### src/design/sbt_cfg.svh
// Constants for the scan and boundary test port
`ifndef SBT_CFG_SVH
`define SBT_CFG_SVH
`define SBT_CHAIN_CNT 10
`define SBT_CHAIN_LEN 8
`define SBT_SEC1_W 8
`define SBT_SEC2_W 7
`define SBT_PIN_W 15
`define SBT_IR_W 4
`define SBT_IR_BYPASS 4'hF
`define SBT_IR_CAPTURE 4'h1
`define SBT_UDR_W 8
`define SBT_SCAN_LO 2
`define SBT_SCAN_HI 6
`define SBT_SEC2_BASE 8
`endif

### src/design/sbt_pkg.sv
// Types for the scan and boundary test port
`include "sbt_cfg.svh"
package sbt_pkg;
  typedef enum logic [15:0] {
    TAP_TLR = 16'h0001,
    TAP_RTI = 16'h0002,
    TAP_SELDR = 16'h0004,
    TAP_CAPDR = 16'h0008,
    TAP_SHDR = 16'h0010,
    TAP_EX1DR = 16'h0020,
    TAP_PSDR = 16'h0040,
    TAP_EX2DR = 16'h0080,
    TAP_UPDR = 16'h0100,
    TAP_SELIR = 16'h0200,
    TAP_CAPIR = 16'h0400,
    TAP_SHIR = 16'h0800,
    TAP_EX1IR = 16'h1000,
    TAP_PSIR = 16'h2000,
    TAP_EX2IR = 16'h4000,
    TAP_UPIR = 16'h8000
  } sbt_tap_t;

  typedef logic [`SBT_CHAIN_CNT-1:0][`SBT_CHAIN_LEN-1:0] sbt_chains_t;

  typedef struct packed {
    sbt_chains_t chain;
  } sbt_chain_st_t;

  typedef struct packed {
    logic [1:0] fsN;
    logic [1:0] se;
    logic [1:0] tck;
    logic [1:0] tms;
    logic [1:0] tdi;
    logic [1:0] trstN;
    logic tckLast;
    logic [`SBT_PIN_W-1:0] reqA;
    logic [`SBT_PIN_W-1:0] reqB;
    sbt_tap_t tap;
    logic [`SBT_IR_W-1:0] ir;
    logic [`SBT_IR_W-1:0] irSh;
    logic [`SBT_UDR_W-1:0] dr;
    logic bypass;
    logic tdo;
    logic tdoOe;
    logic [`SBT_PIN_W-1:0] gnt;
    logic [`SBT_PIN_W-1:0] arbReq;
  } sbt_state_t;
endpackage

### src/design/sbt_scan_chains.sv
// Ten internal scan chains: shift or capture on the primary clock
`timescale 1ns/1ps
`include "sbt_cfg.svh"
module sbt_scan_chains (
  input wire logic clk,
  input wire logic rst,
  input wire logic scanActive,
  input wire logic scanEn,
  input wire logic [`SBT_CHAIN_CNT-1:0] scanIn,
  input wire sbt_pkg::sbt_chains_t funcNext,
  output sbt_pkg::sbt_chains_t funcState,
  output logic [`SBT_CHAIN_CNT-1:0] scanOut
);
  sbt_pkg::sbt_chain_st_t s_q;
  sbt_pkg::sbt_chain_st_t s_d;

  // ==========================================================
  // Per-chain next state
  always_comb begin
    s_d = s_q;
    for (int i = 0; i < `SBT_CHAIN_CNT; i++) begin
      if (scanActive && !scanEn) begin
        s_d.chain[i] = {s_q.chain[i][`SBT_CHAIN_LEN-2:0], scanIn[i]}; // RQ3
      end else begin
        s_d.chain[i] = funcNext[i]; // RQ4
      end
    end
  end

  // Single clock for functional and scan use, no separate scan clock
  always_ff @(posedge clk) begin // RQ2
    if (rst) begin
      s_q <= '0;
    end else begin
      s_q <= s_d;
    end
  end

  assign funcState = s_q.chain;

  genvar g;
  generate
    for (g = 0; g < `SBT_CHAIN_CNT; g++) begin : gOut
      assign scanOut[g] = s_q.chain[g][`SBT_CHAIN_LEN-1];
    end
  endgenerate
endmodule

### src/design/sbt_test_port.sv
// Full-scan control and boundary-scan test access port
//
// Contract
// (RQ1) Active-low test mode enables ten scan chains
// (RQ2) Scan flops run on primary bus clock
// (RQ3) Scan-enable low shifts chains serially
// (RQ4) Scan-enable high captures functional next state
// (RQ5) System holds test mode high normally
// (RQ6) System holds scan-enable low normally
// (RQ7) Chain serial data uses request and grant pins
// (RQ8) Test clock times all boundary-scan transfers
// (RQ9) Test mode select steers the controller
// (RQ10) Scan-enable high: shift out on test data
// (RQ11) Scan-enable high: shift in from test data
// (RQ12) Test reset forces controller to reset state
// (RQ13) Sixteen-state controller, rise moves, fall drives
`timescale 1ns/1ps
`include "sbt_cfg.svh"
module sbt_test_port (
  input wire logic clk,
  input wire logic rst,
  input wire logic fullScanModeN,
  input wire logic scanEn,
  input wire logic [`SBT_SEC1_W-1:0] sec1BusRequestN,
  input wire logic [`SBT_SEC2_W-1:0] sec2BusRequestN,
  output logic [`SBT_SEC1_W-1:0] sec1BusGrantN,
  output logic [`SBT_SEC2_W-1:0] sec2BusGrantN,
  input wire logic [`SBT_SEC1_W-1:0] arbGrant1N,
  input wire logic [`SBT_SEC2_W-1:0] arbGrant2N,
  output logic [`SBT_SEC1_W-1:0] arbRequest1N,
  output logic [`SBT_SEC2_W-1:0] arbRequest2N,
  input wire sbt_pkg::sbt_chains_t funcNext,
  output sbt_pkg::sbt_chains_t funcState,
  input wire logic tck,
  input wire logic tms,
  input wire logic tdi,
  input wire logic trstN,
  output logic tdo,
  output logic tdoOe
);
  sbt_pkg::sbt_state_t s_q;
  sbt_pkg::sbt_state_t s_d;
  logic scanActive;
  logic tckRise;
  logic tckFall;
  logic [`SBT_CHAIN_CNT-1:0] scanIn;
  logic [`SBT_CHAIN_CNT-1:0] scanOut;

  // ==========================================================
  // Controller transitions
  function automatic sbt_pkg::sbt_tap_t tapNext(input sbt_pkg::sbt_tap_t st, input logic m);
    sbt_pkg::sbt_tap_t r;
    r = sbt_pkg::TAP_TLR;
    case (st)
      sbt_pkg::TAP_TLR: r = m ? sbt_pkg::TAP_TLR : sbt_pkg::TAP_RTI;
      sbt_pkg::TAP_RTI: r = m ? sbt_pkg::TAP_SELDR : sbt_pkg::TAP_RTI;
      sbt_pkg::TAP_SELDR: r = m ? sbt_pkg::TAP_SELIR : sbt_pkg::TAP_CAPDR;
      sbt_pkg::TAP_CAPDR: r = m ? sbt_pkg::TAP_EX1DR : sbt_pkg::TAP_SHDR;
      sbt_pkg::TAP_SHDR: r = m ? sbt_pkg::TAP_EX1DR : sbt_pkg::TAP_SHDR;
      sbt_pkg::TAP_EX1DR: r = m ? sbt_pkg::TAP_UPDR : sbt_pkg::TAP_PSDR;
      sbt_pkg::TAP_PSDR: r = m ? sbt_pkg::TAP_EX2DR : sbt_pkg::TAP_PSDR;
      sbt_pkg::TAP_EX2DR: r = m ? sbt_pkg::TAP_UPDR : sbt_pkg::TAP_SHDR;
      sbt_pkg::TAP_UPDR: r = m ? sbt_pkg::TAP_SELDR : sbt_pkg::TAP_RTI;
      sbt_pkg::TAP_SELIR: r = m ? sbt_pkg::TAP_TLR : sbt_pkg::TAP_CAPIR;
      sbt_pkg::TAP_CAPIR: r = m ? sbt_pkg::TAP_EX1IR : sbt_pkg::TAP_SHIR;
      sbt_pkg::TAP_SHIR: r = m ? sbt_pkg::TAP_EX1IR : sbt_pkg::TAP_SHIR;
      sbt_pkg::TAP_EX1IR: r = m ? sbt_pkg::TAP_UPIR : sbt_pkg::TAP_PSIR;
      sbt_pkg::TAP_PSIR: r = m ? sbt_pkg::TAP_EX2IR : sbt_pkg::TAP_PSIR;
      sbt_pkg::TAP_EX2IR: r = m ? sbt_pkg::TAP_UPIR : sbt_pkg::TAP_SHIR;
      sbt_pkg::TAP_UPIR: r = m ? sbt_pkg::TAP_SELDR : sbt_pkg::TAP_RTI;
      default: r = sbt_pkg::TAP_TLR;
    endcase
    return r;
  endfunction

  // Edges are found only on the second synchroniser stage
  assign tckRise = s_q.tck[1] && !s_q.tckLast; // RQ8
  assign tckFall = !s_q.tck[1] && s_q.tckLast; // RQ8
  assign scanActive = !s_q.fsN[1]; // RQ1

  // Serial inputs: secondary-1 then secondary-2 request pins 2..6
  assign scanIn = {s_q.reqB[`SBT_SEC2_BASE+`SBT_SCAN_HI:`SBT_SEC2_BASE+`SBT_SCAN_LO],
    s_q.reqB[`SBT_SCAN_HI:`SBT_SCAN_LO]}; // RQ7

  // ==========================================================
  // Scan chains
  sbt_scan_chains uChains (
    .clk(clk),
    .rst(rst),
    .scanActive(scanActive),
    .scanEn(s_q.se[1]),
    .scanIn(scanIn),
    .funcNext(funcNext),
    .funcState(funcState),
    .scanOut(scanOut)
  );

  // ==========================================================
  // Next state
  always_comb begin
    s_d = s_q;
    s_d.fsN = {s_q.fsN[0], fullScanModeN};
    s_d.se = {s_q.se[0], scanEn};
    s_d.tck = {s_q.tck[0], tck};
    s_d.tms = {s_q.tms[0], tms};
    s_d.tdi = {s_q.tdi[0], tdi};
    s_d.trstN = {s_q.trstN[0], trstN};
    s_d.tckLast = s_q.tck[1];
    s_d.reqA = {sec2BusRequestN, sec1BusRequestN};
    s_d.reqB = s_q.reqA;

    // Pins carry arbitration unless full-scan takes them over
    s_d.gnt = {arbGrant2N, arbGrant1N};
    s_d.arbReq = s_q.reqB;
    if (scanActive) begin
      s_d.gnt[`SBT_SCAN_HI:`SBT_SCAN_LO] = scanOut[4:0]; // RQ7
      s_d.gnt[`SBT_SEC2_BASE+`SBT_SCAN_HI:`SBT_SEC2_BASE+`SBT_SCAN_LO] = scanOut[9:5]; // RQ7
      s_d.arbReq[`SBT_SCAN_HI:`SBT_SCAN_LO] = '1;
      s_d.arbReq[`SBT_SEC2_BASE+`SBT_SCAN_HI:`SBT_SEC2_BASE+`SBT_SCAN_LO] = '1;
    end

    if (!s_q.trstN[1]) begin
      s_d.tap = sbt_pkg::TAP_TLR; // RQ12
      s_d.ir = `SBT_IR_BYPASS;
    end else if (tckRise) begin
      s_d.tap = tapNext(s_q.tap, s_q.tms[1]); // RQ9 RQ13
      case (s_q.tap)
        sbt_pkg::TAP_TLR: begin
          s_d.ir = `SBT_IR_BYPASS;
        end
        sbt_pkg::TAP_CAPDR: begin
          s_d.dr = {scanActive, s_q.se[1], scanOut[5:0]};
          s_d.bypass = 1'b0;
        end
        sbt_pkg::TAP_SHDR: begin
          // Serial test data is honoured only with scan-enable high
          if (s_q.se[1]) begin
            s_d.dr = {s_q.tdi[1], s_q.dr[`SBT_UDR_W-1:1]}; // RQ11
            s_d.bypass = s_q.tdi[1]; // RQ11
          end
        end
        sbt_pkg::TAP_CAPIR: begin
          s_d.irSh = `SBT_IR_CAPTURE;
        end
        sbt_pkg::TAP_SHIR: begin
          if (s_q.se[1]) begin
            s_d.irSh = {s_q.tdi[1], s_q.irSh[`SBT_IR_W-1:1]}; // RQ11
          end
        end
        sbt_pkg::TAP_UPIR: begin
          s_d.ir = s_q.irSh;
        end
        default: begin
        end
      endcase
    end

    if (tckFall) begin
      s_d.tdoOe = s_q.se[1] &&
        (s_q.tap == sbt_pkg::TAP_SHDR || s_q.tap == sbt_pkg::TAP_SHIR); // RQ10
      if (s_q.tap == sbt_pkg::TAP_SHIR) begin
        s_d.tdo = s_q.irSh[0]; // RQ10 RQ13
      end else if (s_q.ir == `SBT_IR_BYPASS) begin
        s_d.tdo = s_q.bypass; // RQ10 RQ13
      end else begin
        s_d.tdo = s_q.dr[0]; // RQ10 RQ13
      end
    end
  end

  always_ff @(posedge clk) begin
    if (rst) begin
      s_q <= '0;
      s_q.fsN <= 2'h3;
      s_q.tap <= sbt_pkg::TAP_TLR;
      s_q.ir <= `SBT_IR_BYPASS;
      s_q.reqA <= '1;
      s_q.reqB <= '1;
      s_q.gnt <= '1;
      s_q.arbReq <= '1;
    end else begin
      s_q <= s_d;
    end
  end

  assign sec1BusGrantN = s_q.gnt[`SBT_SEC1_W-1:0];
  assign sec2BusGrantN = s_q.gnt[`SBT_PIN_W-1:`SBT_SEC1_W];
  assign arbRequest1N = s_q.arbReq[`SBT_SEC1_W-1:0];
  assign arbRequest2N = s_q.arbReq[`SBT_PIN_W-1:`SBT_SEC1_W];
  assign tdo = s_q.tdo;
  assign tdoOe = s_q.tdoOe;
endmodule

### config.mk
export PLATFORM = sky130hd
export DESIGN_NAME = sbt_test_port
export DESIGN_NICKNAME = d
export VERILOG_FILES = /design/src/design/sbt_pkg.sv /design/src/design/sbt_scan_chains.sv /design/src/design/sbt_test_port.sv
export VERILOG_INCLUDE_DIRS = /design/src /design/src/design
export SDC_FILE = /design/constraint.sdc
export NUM_CORES = 1
export LEC_CHECK = 0
export ABC_AREA = 0
export CAP_MARGIN = 40
export CORE_MARGIN = 2
export CORE_UTILIZATION = 40
export CTS_BUF_LIST = sky130_fd_sc_hd__clkbuf_16
export DETAILED_ROUTE_END_ITERATION = 10
export DONT_BUFFER_PORTS = 1
export PLACE_DENSITY_LB_ADDON = 0.08
export SYNTH_ARGS = -nofsm -noshare
export SYNTH_HDL_FRONTEND = slang
export SYNTH_SLANG_ARGS = --single-unit
export TNS_END_PERCENT = 30
### constraint.sdc
create_clock -name clk -period 2.2 [get_ports clk]
set_input_delay 0.44 -clock clk [delete_from_list [all_inputs] [get_ports clk]]
set_output_delay 0.44 -clock clk [all_outputs]
set_load 0.05 [all_outputs]
# [Word-level counts from Yosys, hierarchy flattened]
# Index checks and enable logic that the tools add are counted.
# W data, S select, Z words.
[word_totals] regBits=188 output_inout_bits=112 input_bits=118
[classes] n_reduce_logical=20 n_bitwise=2 eq_ne=19 mux=32
[op_table] cell="$pmux W16 S12" count=1
[op_table] cell="$mux W8" count=11
[op_table] cell="$mux W16" count=2
[op_table] cell="$mux W9" count=3
[op_table] cell="$pmux W9 S2" count=1
[op_table] cell="$eq A16 B1 Y1 const B" count=1
[op_table] cell="$eq A16 B10 Y1 const B" count=1
[op_table] cell="$eq A16 B11 Y1 const B" count=1
[op_table] cell="$eq A16 B12 Y1 const B" count=1
[op_table] cell="$eq A16 B13 Y1 const B" count=1
[op_table] cell="$eq A16 B14 Y1 const B" count=1
[op_table] cell="$eq A16 B15 Y1 const B" count=1
[op_table] cell="$eq A16 B16 Y1 const B" count=1
[op_table] cell="$eq A16 B2 Y1 const B" count=1
[op_table] cell="$eq A16 B3 Y1 const B" count=1
[op_table] cell="$eq A16 B4 Y1 const B" count=1
[op_table] cell="$eq A16 B5 Y1 const B" count=1
[op_table] cell="$eq A16 B6 Y1 const B" count=1
[op_table] cell="$eq A16 B7 Y1 const B" count=1
[op_table] cell="$eq A16 B8 Y1 const B" count=1
[op_table] cell="$eq A16 B9 Y1 const B" count=1
[op_table] cell="$pmux W4 S2" count=2
[op_table] cell="$mux W15" count=1
[op_table] cell="$mux W13" count=1
[op_table] cell="other kinds (19)" count=35

# [Depth between registers and ports, before layout]
# Gate-level depths: netlist (run 1).
[depth] depth_word=3 depth_mapped=7 depth_no_buf=5

# [Hierarchy]
# A second synthesis (run 1) with hierarchy kept.
[hier_totals] cells_unflattened=804 hier_area_um2=8469.4
[modules_own_cells] mod="sbt_test_port" n_inst=1 seq_area_each_um2=2162.1 cells_each=429 area_per_inst_um2=4264.1
[modules_own_cells] mod="sbt_scan_chains" n_inst=1 seq_area_each_um2=1601.5 cells_each=375 area_per_inst_um2=4205.3

# [Worst setup path after synthesis (run 1)]
# OpenSTA, ideal clock, no wires.
[synth_path] path_type="register -> register" startpoint="register s_q[49] in the netlist's numbering" endpoint="register s_q[60] in the netlist's numbering" t_arrival_ps=1774 setup_time_ps=66 path_stages_with_launch=7 period_less_slack_ps=1840 slack_ps=360 cell_sequence="dfxtp_1 buf_6 nor4_4 nand2_2 or3_1 or3_1 a21oi_2"
[synth_between] elab_chain_len=3 word_cells_on_any_way=20 classes_between="eq/ne (16); mux (1); reduce/logical (3)"
[synth_rtl] element="from (decl)" line_no="sbt_test_port.sv:41" source="sbt_pkg::sbt_state_t s_q;"
[synth_rtl] element="$eq A16 B16 Y1, or another cell as far along" line_no="sbt_test_port.sv:54" source="case (st)"
[synth_rtl] element="$reduce_or A3 Y1 (no source line) or $reduce_or A2 Y1 (tied branches)"
[synth_rtl] element="$pmux W16 S12 (*)" line_no="sbt_test_port.sv:54"
# Every way passes the cells marked *; elsewhere a longest branch is shown, timed or not.
# A chain may end at the register's enable or synchronous reset.

# [Worst setup path in the final report (run 1)]
[layout_path] startpoint="register s_q[61] in the netlist's numbering" endpoint="register s_q[44] in the netlist's numbering"
[layout_between] elab_chain_len=3 word_cells_on_any_way=6 classes_between="eq/ne (3); mux (1); reduce/logical (2)"
[layout_rtl] element="$eq A16 B12 Y1 or $eq A16 B11 Y1 (tied branches)" line_no="sbt_test_port.sv:127" source="case (s_q.tap)"
[layout_rtl] element="$ne A2 B2 Y1 (no source line) or $reduce_bool A2 Y1 (tied branches)"
[layout_rtl] element="$reduce_and A4 Y1 (no source line)"
# Several ways; a longest one is shown, not always the timed one.

==> results by group, run 1 <==
Synthesis
  • Gate Count Post-Synth: approximately 800
  • Cell variety after synth: 48
  • Synth Flop Type: dfxtp_1
  • Synth warn: 0
  • Synthesized netlist net count: between 900 and 1,000
  • Flops & latches, synth: around 190
  • Post-synth ARST share: 0
  • Synthesized area per cell: 8.78 µm²
  • EDFF count, synth: 0
  • Post-Syn Area: about 7000 µm²
  • Register area share after synthesis: 0.539

Cells and area
  • Most common cell after layout, fill and taps aside: dfxtp_1
  • Final Instance Area: ~7500 µm²
  • Core Util, Final: 0.436
  • Commonest non-fill, non-tap cells in the layout: dfxtp_1, nand2_1, a21oi_1
  • # nets final: 858
  • P&R area growth vs syn: 7.27%
  • ANT cells: 0
  • Fraction of layout instances using a drive strength above 1: 0.132
  • # fillers: approximately 1,700
  • Finished Layout Cells: about 980

Clock network
  • Clk slew on worst S/H paths: around 70 ps
  • Post-cts sizing count: 0
  • TritonCTS buffer count: 17
  • CTS tree: done
  • CTS Hold Bufs: 0
  • CTS Root Cell: clkbuf_16
  • Setup Buffers After CTS: 0
  • Clk buf depth: 2
  • Clock sinks: 188
  • H-tree depth: 4
  • Clk_lat worst skew: roughly 430 ps

Power and ir drop
  • Peak VDD IR: between 500 and 600 µV
  • PD cells: between 900 and 1000 nW/µm²
  • Static Leak: 2.82 nW

STA
  • Final period util: 0.921
  • Slew Limit Fails: 0
  • Endpoints failing hold: 0
  • Max-Slew Margin vs Limit: 0.536
  • Worst-margin pin slew: 696 ps
  • Final setup fails: 0
  • Max Fclk: around 0.5 GHz
  • Final worst path period need: just over 2000 ps
  • Post-Route Setup TNS: 0 ps
  • Clock skew: 10.6 ps
  • RSZ-0062 raised after global routing: no

Placed design
  • Placed inst area: around 6900 µm²
  • RePlAce Congestion: 0.867
  • Placed cells: 946
  • PortBufs: 0
  • HPWL after detailed placement: about 12,000 µm

GRT
  • GRT Total Usage: 0.183
  • First-pass GRT wire length: 25,900 µm
  • Vias in the first global route: about 4,800
  • Grt ovf: 0
  • Largest net degree at the start of global routing: 163
  • Initial antenna violation count: 0

Drt
  • Detailed-route via count: 5,022
  • DR WL/cell: ~18 µm
  • First-iteration detailed-routing DRC count: 288
  • Antenna Violating Nets Remaining: 0
  • TritonRoute pass-1 iters: 4
  • Total routed wirelength: about 17,000 µm
  • Drc violations: 0
  • Post-DR vias/cell: between 5 and 6

Setup path
  • Flop2flop setup slack: 170 ps
  • Reg2reg start: s_q[61]
  • Crit path DAT: roughly 2400 ps
  • Reg2Reg Capture Point: s_q[44]
  • Crit path kind: flop to flop
  • CP Capture Point: s_q[44]
  • Critical path fanouts, max: 9
  • Crit. Startpoint: s_q[61]
  • Required @ worst endpoint: 2550 ps
  • Crit path capture type: flop
  • R2R depth: 5
  • Startpoint Class: flop

Floorplanning
  • Die height: around 140 µm
  • Cell Rows: 48
  • Core area: 17,200 µm²
  • Initial Utilization: 0.407
  • Die area: about 19,000 µm²
  • Die width: around 140 µm
  • IO Count: 230

Worst hold path
  • Worst hold path type: input port to flop

Run status
  • Outcome: finished clean

Flow run
  • Max_cap viols: 0
## through the flow
| stage | hold slack, ps | worst slack, ps | power, mW |
|---|---|---|---|
| final | 89.7 | 173 | 7.27 |
| after global routing | 43.8 | 8.49 | 7.57 |
| after CTS | 52.5 | 181 | 7.36 |
| after detailed placement | 394 | 194 | 4.39 |
| after global placement | 390 | 276 | 4.38 |
| after floorplan | 389 | 360 | 4.36 |
## layout make-up
class	instances	area, µm²	area share
clock inverters	14	150	0.0200
inverters	3	11.3	0.00150
flip-flops and latches	188	3760	0.502
repair buffers	13	110	0.0147
multi-input cells	517	2750	0.367
well taps	225	282	0.0376
clock buffers	17	425	0.0568
## cells in the mapped netlist (7+ instances only)
| cell type | instances | share of area |
|---|---|---|
| nand2b_1 | 15 | 0.013 |
| nand4_1 | 11 | 0.0099 |
| buf_4 | 32 | 0.034 |
| a211o_1 | 11 | 0.014 |
| buf_2 | 7 | 0.0050 |
| or2_2 | 43 | 0.039 |
| clkbuf_1 | 48 | 0.026 |
| nor2_1 | 37 | 0.020 |
| o21ai_0 | 16 | 0.011 |
| nand2_1 | 181 | 0.097 |
| nor3_1 | 7 | 0.0050 |
| a211oi_1 | 9 | 0.0097 |
| a21oi_1 | 98 | 0.070 |
| dfxtp_1 | 188 | 0.54 |
| nor2b_1 | 24 | 0.021 |
## where the power goes
group	switching (mW)	internal, mW
Sequential	0.511	3.55
Combinational	0.124	0.112
Clock	1.46	1.51
## kinds of logic (layout without fill, tap and decap cells)
kind of cell	after synthesis	after routing	synth area share
flip-flops	188	188	0.539
buffers and inverters	91	47	0.0684
AND/OR/NAND/NOR	349	349	0.244
multiplexers	6	6	0.00860
AO/OA/AOI/OAI	154	154	0.130
XOR/XNOR	8	8	0.0100
## critical path, stage by stage (launching register included)
cell	delay, ps
dfxtp_1	400
nor4_4	570
nand4_2	320
a211oi_4	360
nand3_1	120
a21oi_1	180
## worst min path at each step
stage | depth (start not counted) | startpoint | endpoint | slack [ps]
global route | 1 | rst | uChains.funcState[43] | 40
floorplan | 1 | s_d[0] | arbRequest1N[0] | 390
global placement | 1 | s_d[67] | s_q[67] | 390
finish | 1 | rst | s_d[97] | 90
CTS | 1 | rst | uChains.funcState[41] | 50
detailed placement | 1 | s_d[75] | s_q[75] | 390
## state kept, by name, summed over array words and instances (netlist names)
| signal | count |
|---|---|
| uChains.funcState | 80 |
| s_q | 49 |
| s_d | 27 |
| arbRequest1N | 8 |
| sec1BusGrantN | 8 |
| arbRequest2N | 7 |
| sec2BusGrantN | 7 |
| tdo | 1 |
| tdoOe | 1 |
## metal layers
metal / up-vias / share of wire / GRT usage / wire, µm
li1: 2496 / - / - / -
met1: 2355 / 0.41 / 0.220 / 7090
met2: 152 / 0.49 / 0.297 / 8470
met3: 19 / 0.083 / 0.0783 / 1440
met4: 0 / 0.014 / 0.0579 / 239
met5: - / 0 / 0 / 0
Power figures use the tool's default switching activity.
==> run 2: changes to the inputs <==
- PLACE_DENSITY: default -> 0.54
- PLACE_DENSITY_LB_ADDON: 0.08 -> default
==> results by group, run 2 (synthesis results as in run 1) <==
Clock network
  • CTS Hold Bufs: 0
  • Clock sinks: about 190
  • Setup Buffers After CTS: 0
  • Clk_lat worst skew: between 400 and 500 ps
  • Clk slew on worst S/H paths: about 70 ps
  • CTS tree: done
  • Post-cts sizing count: 0
  • CTS Root Cell: clkbuf_16
  • TritonCTS buffer count: 17
  • Clk buf depth: 2
  • H-tree depth: 4

Setup path
  • Critical path fanouts, max: 9
  • Reg2Reg Capture Point: s_q[43]
  • Crit path DAT: 2370 ps
  • Reg2reg start: s_q[61]
  • Crit. Startpoint: s_q[61]
  • R2R depth: 5
  • Required @ worst endpoint: approximately 2600 ps
  • Crit path capture type: flop
  • Startpoint Class: flop
  • Crit path kind: flop to flop
  • Flop2flop setup slack: around 190 ps

Power and ir drop
  • Sw Share: 0.290
  • Power share of the combinational group: 0.033
  • Clock group share of total power: 0.412
  • NetSw: roughly 2.1 mW
  • Peak VDD IR: approximately 540 µV
  • P_int: between 5 and 6 mW
  • Flop pwr share: 0.555
  • PD cells: roughly 970 nW/µm²
  • Static Leak: between 2 and 3 nW

Drt
  • Detailed-route via count: around 5,100
  • TritonRoute pass-1 iters: 4
  • Total routed wirelength: between 15,000 and 20,000 µm
  • Drc violations: 0
  • Max Used Layer: met5
  • DR WL met3: between 1000 and 1500 µm
  • Metal1 wirelength: ~7000 µm
  • Detail Route met2 WL: between 8000 and 9000 µm
  • First-iteration detailed-routing DRC count: approximately 290
  • Antenna Violating Nets Remaining: 0
  • DR WL/cell: between 15 and 20 µm
  • Post-DR vias/cell: ~5.2

GRT
  • Vias in the first global route: roughly 5,000
  • GRT Total Usage: 0.184
  • Largest net degree at the start of global routing: about 160
  • First-pass GRT wire length: between 20,000 and 30,000 µm
  • Initial antenna violation count: 2
  • Grt ovf: 0

Floorplanning
  • Cell Rows: 48
  • Initial Utilization: 0.407
  • Die width: between 100 and 150 µm
  • Die height: 136 µm
  • IO Count: 230
  • Die area: roughly 19,000 µm²
  • Core area: 17,200 µm²

STA
  • Final worst path period need: 2010 ps
  • Endpoints failing hold: 0
  • Clock skew: between 10 and 15 ps
  • Final setup fails: 0
  • Max Fclk: a little under 0.5 GHz
  • Max-Slew Margin vs Limit: 0.587
  • Post-Route Setup TNS: 0 ps
  • RSZ-0062 raised after global routing: no
  • Worst-margin pin slew: 618 ps
  • Final period util: 0.915
  • Slew Limit Fails: 0
  • Worst hold-check slack: 75.9 ps

Cells and area
  • Fraction of layout instances using a drive strength above 1: 0.134
  • P&R area growth vs syn: 7.63%
  • Commonest non-fill, non-tap cells in the layout: dfxtp_1, nand2_1, a21oi_1
  • Most common cell after layout, fill and taps aside: dfxtp_1
  • Largest register FFs: 80
  • # nets final: roughly 860
  • # fillers: 1,709

Worst hold path
  • HP Start: rst
  • Worst hold path type: input port to flop
  • WHS Path Cells: 1
  • Hold Path End: uChains.funcState[40]

Placed design
  • PortBufs: 0
  • RePlAce Congestion: around 0.85
  • HPWL after detailed placement: 12,200 µm

Flow run
  • Max_cap viols: 0

Run status
  • Outcome: finished clean
==> run 2: cell types whose count changed in the layout (fill, tap and decap cells not counted), sizes merged <==
cell      previous run  this run
buf                 13        14
clkinv               7         4
clkinvlp             0         1
diode                0         2
inv                 10        13
==> run 2: cell type report <==
type / count / area (µm²) / area share
multi-input cells: 517 / 2750 / 0.366
flip-flops and latches: 188 / 3760 / 0.501
diodes: 2 / 5.00 / 0.000666
clock buffers: 17 / 425 / 0.0566
clock inverters: 15 / 163 / 0.0216
inverters: 3 / 11.3 / 0.00150
repair buffers: 14 / 118 / 0.0156
well taps: 225 / 282 / 0.0374
==> run 2: worst max path at each step <==
stage                   end  slack [ps]  cells after the start
floorplan           s_q[60]         360                      6
global placement    s_q[41]         280                      5
detailed placement  s_q[41]         190                      5
CTS                 s_q[41]         200                      5
global route        s_q[42]           3                      5
finish              s_q[43]         190                      5
==> run 2: metrics by stage <==
| step | worst slack [ps] | instances | instance area, µm² | utilization | power, mW |
|---|---|---|---|---|---|
| CTS | 198 | 979 | 7510 | 0.437 | 7.41 |
| global placement | 281 | 947 | 6930 | 0.403 | 4.39 |
| finish | 187 | 981 | 7520 | 0.438 | 7.32 |
| detailed placement | 191 | 947 | 6930 | 0.403 | 4.39 |
| floorplan | 360 | 796 | 6990 | - | 4.36 |
| global route | 3.50 | 980 | 7520 | 0.438 | 7.61 |
==> run 2: worst max-delay path: stages, from the launching register on <==
cell and delay, ps:
dfxtp_1 410, nor4_4 550, nand4_2 320, a211oi_4 370
nand3_1 130, a21oi_1 160
==> run 2: metal layers <==
layer	vias to the layer above	GRT usage
li1	2512	-
met1	2388	0.217
met2	202	0.301
met3	26	0.0716
met4	2	0.0758
met5	-	0
==> run 2: power by group through the flow <==
stage / clock network, mW / logic [mW] / registers, mW
floorplan: 0 / 0.348 / 4.01
CTS: 3.10 / 0.248 / 4.07
global placement: 0 / 0.239 / 4.15
detailed placement: 0 / 0.247 / 4.15
global route: 3.25 / 0.279 / 4.08
finish: 3.01 / 0.244 / 4.06
